## config.mk

```make
export PLATFORM = sky130hd
export DESIGN_NAME = lcdcd_core
export DESIGN_NICKNAME = d
export VERILOG_FILES = /design/src/pkg/lcdcd_pkg.sv /design/src/core/lcdcd_core.sv
export SDC_FILE = /design/constraint.sdc
export NUM_CORES = 1
export LEC_CHECK = 0
export BUFFER_PORTS_ARGS = -buffer_cell sky130_fd_sc_hd__buf_2
export CORE_MARGIN = 3
export CORE_UTILIZATION = 62
export DETAILED_ROUTE_END_ITERATION = 7
export PLACE_DENSITY_LB_ADDON = 0.25
export SLEW_MARGIN = 10
export SYNTH_ARGS = -nofsm -noshare
export SYNTH_HDL_FRONTEND = slang
export SYNTH_SLANG_ARGS = --single-unit
```

## constraint.sdc

```tcl
create_clock -name hclk -period 6.6 [get_ports hclk]
set_input_delay 0.99 -clock hclk [delete_from_list [all_inputs] [get_ports hclk]]
set_output_delay 0.99 -clock hclk [all_outputs]
set_load 0.05 [all_outputs]
```

## src/pkg/lcdcd_pkg.sv

```systemverilog
// Constants, types and register layout of the LCD configuration command decoder.
// Assumes an AHB-Lite slave wrapper in the core that feeds command bytes from a bus register.
// What this block does
// - Opcode 0000xxxx loads low nibble of column pointer; pointer resets to zero.
// - Opcode 00010xxx loads upper three column pointer bits; pointer resets to zero.
// - Opcode 00100xxx stores regulator gain code; code 000 after reset.
// - Opcode 00101xxx sets booster, regulator and buffer enables; all off after reset.
// - Opcode 010000xx then byte sets display start line 0-127; resets to zero.
// - Opcode 010001xx then byte sets display row offset 0-127; resets to zero.
// - Opcode 010010xx then byte sets multiplex 16-128; symbol row adds one line.
// - Opcode 010011xx then byte sets five-bit inversion code; zero disables, resets zero.
// - Opcode 01010xxx stores bias code; 111 (1/12) after reset.
// - Opcode 011001xx stores converter factor 3X-6X; 3X after reset.
// - Opcode 10000001 then byte sets six-bit contrast level.
// - Opcodes 10001000-10001111 then byte load two frame levels of one palette.
// - White and light gray palettes reset to 0000; dark gray and dark to 1111.
// - Two pixel bits, first-byte bit high, select which palette gives frame level.
// - Opcode 10010xxx sets frame-count bit and two-bit level field; zero after reset.
// - Symbol row enable extends multiplex by one and forces page pointer to 16.
package lcdcd_pkg;

	// Word offsets of the bus registers
	localparam logic [7:0] lcdcd_off_cmd = 8'h00;
	localparam logic [7:0] lcdcd_off_addr = 8'h04;
	localparam logic [7:0] lcdcd_off_power = 8'h08;
	localparam logic [7:0] lcdcd_off_disp = 8'h0c;
	localparam logic [7:0] lcdcd_off_pal_lo = 8'h10;
	localparam logic [7:0] lcdcd_off_pal_hi = 8'h14;

	// Reset values
	localparam logic [7:0] lcdcd_rst_mux = 8'h80;
	localparam logic [5:0] lcdcd_rst_contrast = 6'h20;
	localparam logic [2:0] lcdcd_rst_bias = 3'h7;
	localparam logic [15:0] lcdcd_rst_pal_light = 16'h0000;
	localparam logic [15:0] lcdcd_rst_pal_dark = 16'hffff;

	// Multiplex limits and forced page for the symbol row
	localparam logic [7:0] lcdcd_mux_min = 8'h10;
	localparam logic [7:0] lcdcd_mux_max = 8'h80;
	localparam logic [4:0] lcdcd_symbol_page = 5'h10;

	// Opcodes that take a parameter byte, and the one-byte symbol row opcode
	localparam logic [5:0] lcdcd_op_start = 6'h10;
	localparam logic [5:0] lcdcd_op_offset = 6'h11;
	localparam logic [5:0] lcdcd_op_mux = 6'h12;
	localparam logic [5:0] lcdcd_op_inv = 6'h13;
	localparam logic [7:0] lcdcd_op_contrast = 8'h81;
	localparam logic [4:0] lcdcd_op_palette = 5'h11;
	localparam logic [6:0] lcdcd_op_symbol = 7'h51;

	// Field positions inside the read registers
	localparam int lcdcd_pos_page = 8;
	localparam int lcdcd_pos_start = 16;
	localparam int lcdcd_pos_offset = 24;
	localparam int lcdcd_pos_booster = 4;
	localparam int lcdcd_pos_bias = 8;
	localparam int lcdcd_pos_dcdc = 12;
	localparam int lcdcd_pos_symbol = 16;
	localparam int lcdcd_pos_frc = 20;
	localparam int lcdcd_pos_duty = 8;
	localparam int lcdcd_pos_inv = 16;
	localparam int lcdcd_pos_contrast = 24;

	typedef enum logic {lcdcd_idle, lcdcd_param} lcdcd_phase_t;

	typedef struct packed {
		logic wr_pend;
		logic [7:0] wr_off;
		logic [31:0] rdata;
		lcdcd_phase_t phase;
		logic [7:0] opcode;
		logic [6:0] col;
		logic [4:0] page;
		logic [2:0] gain;
		logic booster;
		logic regulator;
		logic buffer;
		logic [6:0] start_line;
		logic [6:0] row_offset;
		logic [7:0] mux;
		logic [4:0] inversion;
		logic [2:0] bias;
		logic [1:0] dcdc;
		logic [5:0] contrast;
		logic [3:0][3:0][3:0] palette;
		logic frame_count_select;
		logic [1:0] pwm;
		logic symbol_row;
		logic [3:0] frame_level;
	} lcdcd_regs_t;

endpackage

```

## src/core/lcdcd_core.sv

```systemverilog
// LCD configuration command decoder with its AHB-Lite register slave.
// Assumes one AHB-Lite master, single word transfers, hready taken from this slave.
`timescale 1ns/1ps
`default_nettype none

module lcdcd_core
(
	input wire logic hclk,
	input wire logic hresetn,
	input wire logic hsel,
	input wire logic [31:0] haddr,
	input wire logic [1:0] htrans,
	input wire logic hwrite,
	input wire logic [2:0] hsize,
	input wire logic [31:0] hwdata,
	input wire logic hready,
	output logic hreadyout,
	output logic hresp,
	output logic [31:0] hrdata,
	input wire logic [1:0] pixel_code,
	input wire logic [1:0] frame_sel,
	output logic [3:0] frame_level,
	output logic booster_on,
	output logic regulator_on,
	output logic buffer_on
);

	lcdcd_pkg::lcdcd_regs_t r;
	lcdcd_pkg::lcdcd_regs_t next_r;
	logic addr_ok;
	logic cmd_stb;
	logic [7:0] cmd_byte;
	logic [7:0] duty;
	logic [31:0] rd_word;
	logic [7:0] rd_off;

	// Address phase qualifier; command strobe in the write data phase
	assign addr_ok = hsel && htrans[1] && hready;
	assign cmd_stb = r.wr_pend && (r.wr_off == lcdcd_pkg::lcdcd_off_cmd);
	assign cmd_byte = hwdata[7:0];
	assign rd_off = {haddr[7:2], 2'b00};
	assign duty = r.mux + {7'h00, r.symbol_row};

	// Zero wait states, always OKAY
	assign hreadyout = 1'b1;
	assign hresp = 1'b0;
	assign hrdata = r.rdata;
	assign frame_level = r.frame_level;
	assign booster_on = r.booster;
	assign regulator_on = r.regulator;
	assign buffer_on = r.buffer;

	// Read multiplexer; unmapped words read zero
	always_comb
	begin
		rd_word = 32'h0000_0000;
		// Command status: waiting flag and last opcode
		if (rd_off == lcdcd_pkg::lcdcd_off_cmd)
		begin
			rd_word = {16'h0000, r.opcode, 7'h00, r.phase == lcdcd_pkg::lcdcd_param};
		end
		// Pointers: column, page, start line, row offset
		else if (rd_off == lcdcd_pkg::lcdcd_off_addr)
		begin
			rd_word[6:0] = r.col;
			rd_word[lcdcd_pkg::lcdcd_pos_page +: 5] = r.page;
			rd_word[lcdcd_pkg::lcdcd_pos_start +: 7] = r.start_line;
			rd_word[lcdcd_pkg::lcdcd_pos_offset +: 7] = r.row_offset;
		end
		// Power, bias, converter, symbol row and gray mode
		else if (rd_off == lcdcd_pkg::lcdcd_off_power)
		begin
			rd_word[2:0] = r.gain;
			rd_word[lcdcd_pkg::lcdcd_pos_booster +: 3] = {r.buffer, r.regulator, r.booster};
			rd_word[lcdcd_pkg::lcdcd_pos_bias +: 3] = r.bias;
			rd_word[lcdcd_pkg::lcdcd_pos_dcdc +: 2] = r.dcdc;
			rd_word[lcdcd_pkg::lcdcd_pos_symbol] = r.symbol_row;
			rd_word[lcdcd_pkg::lcdcd_pos_frc +: 3] = {r.pwm, r.frame_count_select};
		end
		// Multiplex, effective duty, inversion, contrast
		else if (rd_off == lcdcd_pkg::lcdcd_off_disp)
		begin
			rd_word[7:0] = r.mux;
			rd_word[lcdcd_pkg::lcdcd_pos_duty +: 8] = duty;
			rd_word[lcdcd_pkg::lcdcd_pos_inv +: 5] = r.inversion;
			rd_word[lcdcd_pkg::lcdcd_pos_contrast +: 6] = r.contrast;
		end
		// White and light gray palettes
		else if (rd_off == lcdcd_pkg::lcdcd_off_pal_lo)
		begin
			rd_word = {r.palette[1], r.palette[0]};
		end
		// Dark gray and dark palettes
		else if (rd_off == lcdcd_pkg::lcdcd_off_pal_hi)
		begin
			rd_word = {r.palette[3], r.palette[2]};
		end
	end

	// Next state: bus phases and command decoding
	always_comb
	begin
		next_r = r;
		next_r.wr_pend = addr_ok && hwrite;
		next_r.wr_off = {haddr[7:2], 2'b00};
		if (addr_ok && !hwrite)
		begin
			next_r.rdata = rd_word;
		end
		next_r.frame_level = r.palette[pixel_code][frame_sel];
		if (cmd_stb)
		begin
			case (r.phase)
				lcdcd_pkg::lcdcd_param:
				begin
					// Parameter byte of the held opcode
					next_r.phase = lcdcd_pkg::lcdcd_idle;
					if (r.opcode[7:2] == lcdcd_pkg::lcdcd_op_start)
					begin
						next_r.start_line = cmd_byte[6:0];
					end
					else if (r.opcode[7:2] == lcdcd_pkg::lcdcd_op_offset)
					begin
						next_r.row_offset = cmd_byte[6:0];
					end
					else if (r.opcode[7:2] == lcdcd_pkg::lcdcd_op_mux)
					begin
						if (cmd_byte >= lcdcd_pkg::lcdcd_mux_min && cmd_byte <= lcdcd_pkg::lcdcd_mux_max)
						begin
							next_r.mux = cmd_byte;
						end
					end
					else if (r.opcode[7:2] == lcdcd_pkg::lcdcd_op_inv)
					begin
						next_r.inversion = cmd_byte[4:0];
					end
					else if (r.opcode == lcdcd_pkg::lcdcd_op_contrast)
					begin
						next_r.contrast = cmd_byte[5:0];
					end
					else if (r.opcode[7:3] == lcdcd_pkg::lcdcd_op_palette)
					begin
						// Even opcode: frames 2 and 1; odd opcode: frames 4 and 3
						next_r.palette[r.opcode[2:1]][{r.opcode[0], 1'b1}] = cmd_byte[7:4];
						next_r.palette[r.opcode[2:1]][{r.opcode[0], 1'b0}] = cmd_byte[3:0];
					end
				end
				default:
				begin
					next_r.opcode = cmd_byte;
					if (cmd_byte[7:4] == 4'h0)
					begin
						next_r.col[3:0] = cmd_byte[3:0];
					end
					else if (cmd_byte[7:3] == 5'h02)
					begin
						next_r.col[6:4] = cmd_byte[2:0];
					end
					else if (cmd_byte[7:3] == 5'h04)
					begin
						next_r.gain = cmd_byte[2:0];
					end
					else if (cmd_byte[7:3] == 5'h05)
					begin
						next_r.booster = cmd_byte[2];
						next_r.regulator = cmd_byte[1];
						next_r.buffer = cmd_byte[0];
					end
					else if (cmd_byte[7:4] == 4'h4 || cmd_byte == lcdcd_pkg::lcdcd_op_contrast
						|| cmd_byte[7:3] == lcdcd_pkg::lcdcd_op_palette)
					begin
						next_r.phase = lcdcd_pkg::lcdcd_param;
					end
					else if (cmd_byte[7:3] == 5'h0a)
					begin
						next_r.bias = cmd_byte[2:0];
					end
					else if (cmd_byte[7:2] == 6'h19)
					begin
						next_r.dcdc = cmd_byte[1:0];
					end
					else if (cmd_byte[7:3] == 5'h12)
					begin
						next_r.frame_count_select = cmd_byte[2];
						next_r.pwm = cmd_byte[1:0];
					end
					else if (cmd_byte[7:1] == lcdcd_pkg::lcdcd_op_symbol)
					begin
						next_r.symbol_row = cmd_byte[0];
						if (cmd_byte[0])
						begin
							next_r.page = lcdcd_pkg::lcdcd_symbol_page;
						end
					end
				end
			endcase
		end
	end

	// State register with reset defaults
	always_ff @(posedge hclk or negedge hresetn)
	begin
		if (!hresetn)
		begin
			r <= '0;
			r.mux <= lcdcd_pkg::lcdcd_rst_mux;
			r.contrast <= lcdcd_pkg::lcdcd_rst_contrast;
			r.bias <= lcdcd_pkg::lcdcd_rst_bias;
			r.palette <= {lcdcd_pkg::lcdcd_rst_pal_dark, lcdcd_pkg::lcdcd_rst_pal_dark,
				lcdcd_pkg::lcdcd_rst_pal_light, lcdcd_pkg::lcdcd_rst_pal_light};
		end
		else
		begin
			r <= next_r;
		end
	end
endmodule

`default_nettype wire

```

==> results of run 1 <==
[sequential cells by signal, indices dropped and copies added, names as in the netlist]
register and cells:
hrdata 32, buffer_on 1, regulator_on 1, booster_on 1, r 133, frame_level 4
[power by group through the flow]
stage / Sequential, uW / Clock [uW] / Combinational, uW
finish: 1110 / 1090 / 239
global route: 1110 / 1150 / 255
CTS: 1110 / 1100 / 240
detailed placement: 1120 / 0 / 239
global placement: 1120 / 0 / 236
floorplan: 1120 / 0 / 199
[critical path, cell delays in order]
cell,delay [ns]
sky130_fd_sc_hd__buf_2,0.12
sky130_fd_sc_hd__or4_1,0.82
sky130_fd_sc_hd__nor3_1,1.00
sky130_fd_sc_hd__nand2_1,0.14
sky130_fd_sc_hd__a31oi_1,0.45
sky130_fd_sc_hd__a21o_1,0.13
[layout make-up]
| type | count | area, um2 |
|---|---|---|
| clock buffer | 19 | 453 |
| clock inverter | 13 | 195 |
| fill | 899 | 3780 |
| inverter | 5 | 18.8 |
| multi-input combinational | 394 | 3550 |
| sequential | 172 | 4350 |
| tap | 172 | 215 |
| timing repair buffer | 68 | 362 |
[per-stage QoR]
step                utilization [%]  setup slack, ns
finish                         70.7             3.31
global route                   70.7             3.30
CTS                            70.7             3.48
detailed placement             65.7             3.09
global placement               65.7             3.11
floorplan                         -             3.63
[cell usage in the layout (no fill, tap or decap), drive strengths merged, types with 19 or more instances in the layout]
| cell type | instances |
|---|---|
| mux2 | 131 |
| buf | 68 |
| mux4 | 20 |
| a221oi | 21 |
| nor2 | 40 |
| a21oi | 23 |
| dfstp | 37 |
| nand2 | 32 |
| clkbuf | 19 |
| dfrtp | 135 |
[routing by layer]
layer	GRT usage [%]	wire (um)	up-vias
li1	-	-	2401
met1	39.9	8370	2961
met2	46.2	10100	322
met3	7.93	1890	56
met4	12.9	657	2
met5	0	13	-
[worst max path at each step]
stage | end | slack, ns | cells past startpoint
after CTS | hrdata[8] | 3.48 | 6
after detailed placement | hrdata[8] | 3.09 | 6
final | hrdata[8] | 3.31 | 6
after floorplan | frame_level[0] | 3.63 | 4
after global routing | hrdata[8] | 3.30 | 6
after global placement | hrdata[8] | 3.11 | 6
[logic make-up (layout without fill, tap and decap cells)]
group           count (synthesis)  count (layout)  synth area share, %
compound gates                102             102                 8.77
other cells                     2               2               0.0895
buf+inv                        90             105                 5.95
simple gates                  130             130                 9.32
xor+xnor                        5               5                0.522
flops                         172             172                 51.9
mux                           153             153                 23.2
fa+ha+maj                       2               2                0.298
==> impl_results.md, run 1 <==
* Gpl congestion at 0.886
* Tmin final at 3.29 ns
* Number of cell instances on the worst register-to-register path at 5
* Most numerous cell in the Yosys netlist: sky130_fd_sc_hd__dfrtp_1
* Finished Cell Area at 0.00914 mm2
* Type of the worst min-delay path: reg2reg
* Number of nets still failing antenna checks after routing at 0
* Largest cells by area after synthesis: sky130_fd_sc_hd__dfrtp_1 40%, sky130_fd_sc_hd__mux2_2 17%, sky130_fd_sc_hd__dfstp_2 12%
* Synth-to-layout area growth at 8.99%
* Upper clock frequency limit at 304 MHz
* # hold bufs at CTS at 0
* Crit. End Element: flop
* Setup repair after global routing missed its margin: no
* Overall fraction of global-route tracks in use at 29.8%
* Clock tree root buffer cell: sky130_fd_sc_hd__clkbuf_16
* Share of cells above drive strength 1 at 44.4%
* Psw at 608 uW
* Num rows at 41
* Share of the yosys chip area belonging to registers at 51.9%
* Post-Route Setup TNS at 0 ns
* Num CTS Buffers at 17
* CTS Sinks at 172
* Most common library cells after synthesis: 135 x sky130_fd_sc_hd__dfrtp_1, 124 x sky130_fd_sc_hd__mux2_2, 39 x sky130_fd_sc_hd__clkbuf_1
* Post-CTS Setup Repair Bufs at 0
* Number of library cell types mapped by synthesis at 52
* Worst reg-to-reg setup slack at 3.62 ns
* Dominant cell type by area after synthesis: sky130_fd_sc_hd__dfrtp_1
* Latest clock arrival within the worst-skew pair at 0.43 ns
* DRC violation count after routing at 0
* Launching element of the worst setup path: haddr[7]
* Fin crit share at 49.9%
* Type of the worst setup path: in2reg
* H-tree levels at 4
* Largest driver fanout on the critical path at 15
* Nature of the critical path startpoint: primary input
* Pwr dens at 266 mW/mm2
* Required time at the worst-slack endpoint at 6.97 ns
* Critical path arrival at 3.66 ns
* Switching fraction of total power at 25.0%
* Pin count of the biggest net entering global routing at 102
* Number of detailed-routing iterations run before antenna repair at 6
* Slew margin rel. at 21.3%
* Run status: completed
* Width of the die at 122 um
* Cell internal pwr at 1830 uW
* Hold Path Stages at 1
* Placed insts at 811
* HPWL after DPL at 13,500 um
* TritonCTS clock tree: built
* Least-Margin Pin Slew at 1.17 ns
* Number of global-route vias before repair at 5,667
* Setup-violating endpoint count in the final report at 0
* Antenna violations before repair at 1
* Mean number of vias per cell at 6.81
* I/O pin total at 119
* Number of DRC markers after the initial detailed-route iteration at 794
* Detail-routed net length per standard cell at 24.9 um
* Final number of hold-violating endpoints at 0
* Total length of routed wires at 21,000 um
* Hold slack at 0.473 ns
* Part of the power in registers at 45.4%
* Leakage at 0.00430 uW
* DIE AREA at 0.0150 mm2
* Sink of the worst hold path: hrdata[9]
* Overall overflow remaining after global route at 0
* Area post-placement at 0.00850 mm2
* Starting density of the core at 64.9%
* Clock slew seen by the registers of the worst setup and hold paths at 0.06 ns
* Synth Flop Type: sky130_fd_sc_hd__dfrtp_1
* Antenna diode count at 0
* Input/output buffers at 62
* Core Region at 0.0129 mm2
* Final Net Count at 738
* Final slew viol count at 0
* Proportion of netlist area held by the largest area contributor at 40.3%
* Count of flip-flops with a built-in enable after synthesis at 0
* Proportion of synthesized flip-flops having asynchronous set or reset at 100%
* Worst hold path startpoint: hrdata[9]
* Startpoint of the worst-slack reg-to-reg timing path: r[172]
* Cell area after technology mapping at 0.00839 mm2
* Avg Cell Area, Syn at 12.8 um2
* Number of cells produced by synthesis at 656
* Number of instances resized during post-cts repair at 0
* Vias after detailed routing at 5,742
* Clk buf depth at 2
* Proportion of power drawn by combinational gates at 9.8%
* Post-synthesis sequential element count at 172
* Total Power Consumption at 2440 uW
* IR Drop Worst-Case VDD at 0.173 mV
* Finished Layout Cells at 843
* Global-route wire length before repair at 33,000 um
* Clock network power share at 44.8%
* Net Count, Synth at 736
* Max-Cap Viols at 0
* Total of warnings raised by yosys at 0
* Die Ht at 122 um
* Max Clock Skew at 0.00932 ns
* End of the worst register-to-register path: r[32]
Note: power is estimated with default switching activity, not from simulation.
==> run 2, diff against run 1 <==
ABC_AREA = 1   (was not set)
CORE_UTILIZATION = 53   (was 62)
clock period = 2.66 ns   (was 6.6 ns; I/O delays follow)
==> impl_results.md, run 2 <==
* Proportion of netlist area held by the largest area contributor at 36.1% (was 40.3%)
* Antenna diode count at 0 (unchanged)
* Nature of the critical path startpoint: flop (was primary input)
* Commonest non-fill, non-tap cell in the layout: sky130_fd_sc_hd__nand2_1 (was sky130_fd_sc_hd__dfrtp_1)
* CTS Sinks at 172 (unchanged)
* Pin count of the biggest net entering global routing at 61 (was 102)
* Run status: completed (unchanged)
* Number of instances resized during post-cts repair at 0 (unchanged)
* IR Drop Worst-Case VDD at 0.492 mV (was 0.173 mV)
* Num rows at 47 (was 41)
* Worst reg-to-reg setup slack at 0.71 ns (was 3.62 ns)
* Number of cell instances on the worst register-to-register path at 8 (was 5)
* Latest clock arrival within the worst-skew pair at 0.43 ns (about the same)
* DIE AREA at 0.0193 mm2 (was 0.0150 mm2)
* Most numerous cell in the Yosys netlist: sky130_fd_sc_hd__nand2_1 (was sky130_fd_sc_hd__dfrtp_1)
* Fin crit share at 73.4%
* Number of flip-flops under the largest register name at 133 (unchanged)
* Mean number of vias per cell at 5.81 (was 6.81)
* Largest cells by area after synthesis: sky130_fd_sc_hd__dfrtp_1 36%, sky130_fd_sc_hd__nand2_1 16%, sky130_fd_sc_hd__dfstp_2 10% (was sky130_fd_sc_hd__dfrtp_1 40%, sky130_fd_sc_hd__mux2_2 17%, sky130_fd_sc_hd__dfstp_2 12%)
* Global-route wire length before repair at 44,000 um (was 33,000 um)
* Clock tree root buffer cell: sky130_fd_sc_hd__clkbuf_16 (unchanged)
* TritonCTS clock tree: built (unchanged)
* Core Region at 0.0169 mm2 (was 0.0129 mm2)
* Largest driver fanout on the critical path at 22 (was 15)
* Clock slew seen by the registers of the worst setup and hold paths at 0.07 ns (was 0.06 ns)
* Type of the worst setup path: reg2reg (was in2reg)
* Share of the yosys chip area belonging to registers at 46.5% (was 51.9%)
* Number of cells produced by synthesis at 1,195 (was 656)
* Total of warnings raised by yosys at 0 (unchanged)
* Post-CTS Setup Repair Bufs at 0 (unchanged)
* Max Clock Skew at 0.00984 ns (was 0.00932 ns)
* Reg with most FFs: r (unchanged)
* Critical path arrival at 2.32 ns (was 3.66 ns)
* Antenna violations before repair at 0 (was 1)
* Overall fraction of global-route tracks in use at 29.2% (was 29.8%)
* I/O pin total at 119 (unchanged)
* Dominant cell type by area after synthesis: sky130_fd_sc_hd__dfrtp_1 (unchanged)
* Clk buf depth at 2 (unchanged)
* Num CTS Buffers at 17 (unchanged)
* Slew margin rel. at 57.2% (was 21.3%)
* Least-Margin Pin Slew at 0.641 ns (was 1.17 ns)
* Vias after detailed routing at 8,371 (was 5,742)
* Net Count, Synth at 1,275 (was 736)
* Required time at the worst-slack endpoint at 3.02 ns (was 6.97 ns)
* Commonest cells after routing, fill and taps aside: 401 x sky130_fd_sc_hd__nand2_1, 135 x sky130_fd_sc_hd__dfrtp_1, 89 x sky130_fd_sc_hd__inv_1 (was 135 x sky130_fd_sc_hd__dfrtp_1, 124 x sky130_fd_sc_hd__mux2_2, 61 x sky130_fd_sc_hd__buf_2)
* End point of the critical path: r[63] (was hrdata[8])
* Total length of routed wires at 27,600 um (was 21,000 um)
* Share of cells above drive strength 1 at 17.2% (was 44.4%)
* Post-synthesis sequential element count at 172 (unchanged)
* Final slew viol count at 0 (unchanged)
* Gpl congestion at 0.944 (was 0.886)
* Synth Flop Type: sky130_fd_sc_hd__dfrtp_1 (unchanged)
* Number of DRC markers after the initial detailed-route iteration at 1,084 (was 794)
* Setup-violating endpoint count in the final report at 0 (unchanged)
* Cell area after technology mapping at 0.00936 mm2 (was 0.00839 mm2)
* Max-Cap Viols at 0 (unchanged)
* Leakage at 0.00516 uW (was 0.00430 uW)
* Number of library cell types mapped by synthesis at 37 (was 52)
* Tmin final at 1.95 ns
* Most common library cells after synthesis: 401 x sky130_fd_sc_hd__nand2_1, 135 x sky130_fd_sc_hd__dfrtp_1, 89 x sky130_fd_sc_hd__inv_1 (was 135 x sky130_fd_sc_hd__dfrtp_1, 124 x sky130_fd_sc_hd__mux2_2, 39 x sky130_fd_sc_hd__clkbuf_1)
* Overall overflow remaining after global route at 0 (unchanged)
* Number of global-route vias before repair at 7,809 (was 5,667)
* Setup repair after global routing missed its margin: no (unchanged)
* Final Net Count at 1,287 (was 738)
* H-tree levels at 4 (unchanged)
* Hold Path Stages at 1 (unchanged)
* Input/output buffers at 62 (unchanged)
* Layout Utilization at 60.1% (was 70.7%)
* Crit. End Element: flop (unchanged)
* Starting density of the core at 55.3% (was 64.9%)
* Die Ht at 139 um (was 122 um)
* Detail-routed net length per standard cell at 19.2 um (was 24.9 um)
* Number of nets still failing antenna checks after routing at 0 (unchanged)
* DRC violation count after routing at 0 (unchanged)
* Count of flip-flops with a built-in enable after synthesis at 0 (unchanged)
* Pwr dens at 593 mW/mm2 (was 266 mW/mm2)
* HPWL after DPL at 19,300 um (was 13,500 um)
* Post-Route Setup TNS at 0 ns (unchanged)
* Proportion of synthesized flip-flops having asynchronous set or reset at 100% (unchanged)
* Synth-to-layout area growth at 8.72% (was 8.99%)
* End of the worst register-to-register path: r[63] (was r[32])
* Startpoint of the worst-slack reg-to-reg timing path: r[174] (was r[172])
* Type of the worst min-delay path: in2reg (was reg2reg)
* Launching element of the worst setup path: r[174] (was haddr[7])
* Number of detailed-routing iterations run before antenna repair at 5 (was 6)
* Avg Cell Area, Syn at 7.83 um2 (was 12.8 um2)
* Upper clock frequency limit at 512 MHz
* Final number of hold-violating endpoints at 0 (unchanged)
* Width of the die at 139 um (was 122 um)
run 2: final cells by class:
class	instances	area, um2
tap	220	275
fill	1527	6760
sequential	172	4350
clock buffer	19	443
timing repair buffer	90	592
inverter	101	379
multi-input combinational	825	3950
clock inverter	13	188
run 2: worst min-delay path by stage:
stage,startpoint,end,slack [ns]
floorplan,hresetn,booster_on,0.10
global placement,hresetn,regulator_on,0.42
detailed placement,hresetn,hrdata[5],0.42
CTS,haddr[7],r[176],0.09
global route,haddr[6],r[175],0.09
finish,haddr[7],r[176],0.10
run 2: cells by family after synthesis:
group,count (synthesis),synth area share [%]
AOI/OAI and AO/OA,151,8.77
xor gates and xnor gates,1,0.0936
adders and majority gates,2,0.267
buffers and inverters,198,11.3
DFF,172,46.5
muxes,1,0.107
other,2,0.0802
and+or+nand+nor,668,32.9
run 2: timing repair:
item	CTS	global route
endpoints found under the hold margin	54	0
hold buffers	1	0
endpoints found under the setup margin	0	0
run 2: report_power, final:
part           total (uW)  switching, uW  internal (uW)
Sequential           2710           34.6           2680
Combinational         643            506            137
Clock                2680           1080           1600
Total                6040           1620           4420
run 2: per-layer routing:
metal	vias to the layer above	wire length, um	GRT usage, %
met5	-	0	0
met4	0	903	9.37
met3	69	2450	6.07
met2	414	12300	44.1
met1	3997	12000	42.6
li1	3891	-	-
run 2: critical path: stages (launching register included):
cell and delay [ns]:
sky130_fd_sc_hd__dfrtp_1 0.38, sky130_fd_sc_hd__nor2_1 0.13, sky130_fd_sc_hd__nand3_2 0.13, sky130_fd_sc_hd__inv_2 0.09
sky130_fd_sc_hd__nand3_4 0.11, sky130_fd_sc_hd__nor2_8 0.34, sky130_fd_sc_hd__nand3_1 0.44, sky130_fd_sc_hd__nand2_1 0.20
sky130_fd_sc_hd__nand2_1 0.07
run 2: per-stage QoR:
step	total power, uW	setup slack [ns]	cell area, um2	hold WS [ns]	std cells
after CTS	6050	0.745	10200	0.0950	1440
after floorplan	3250	1.19	9360	0.103	1195
final	6040	0.707	10200	0.101	1440
after global routing	6240	0.541	10200	0.0923	1440
after detailed placement	3400	0.631	9530	0.419	1407
after global placement	3390	0.634	9530	0.423	1407
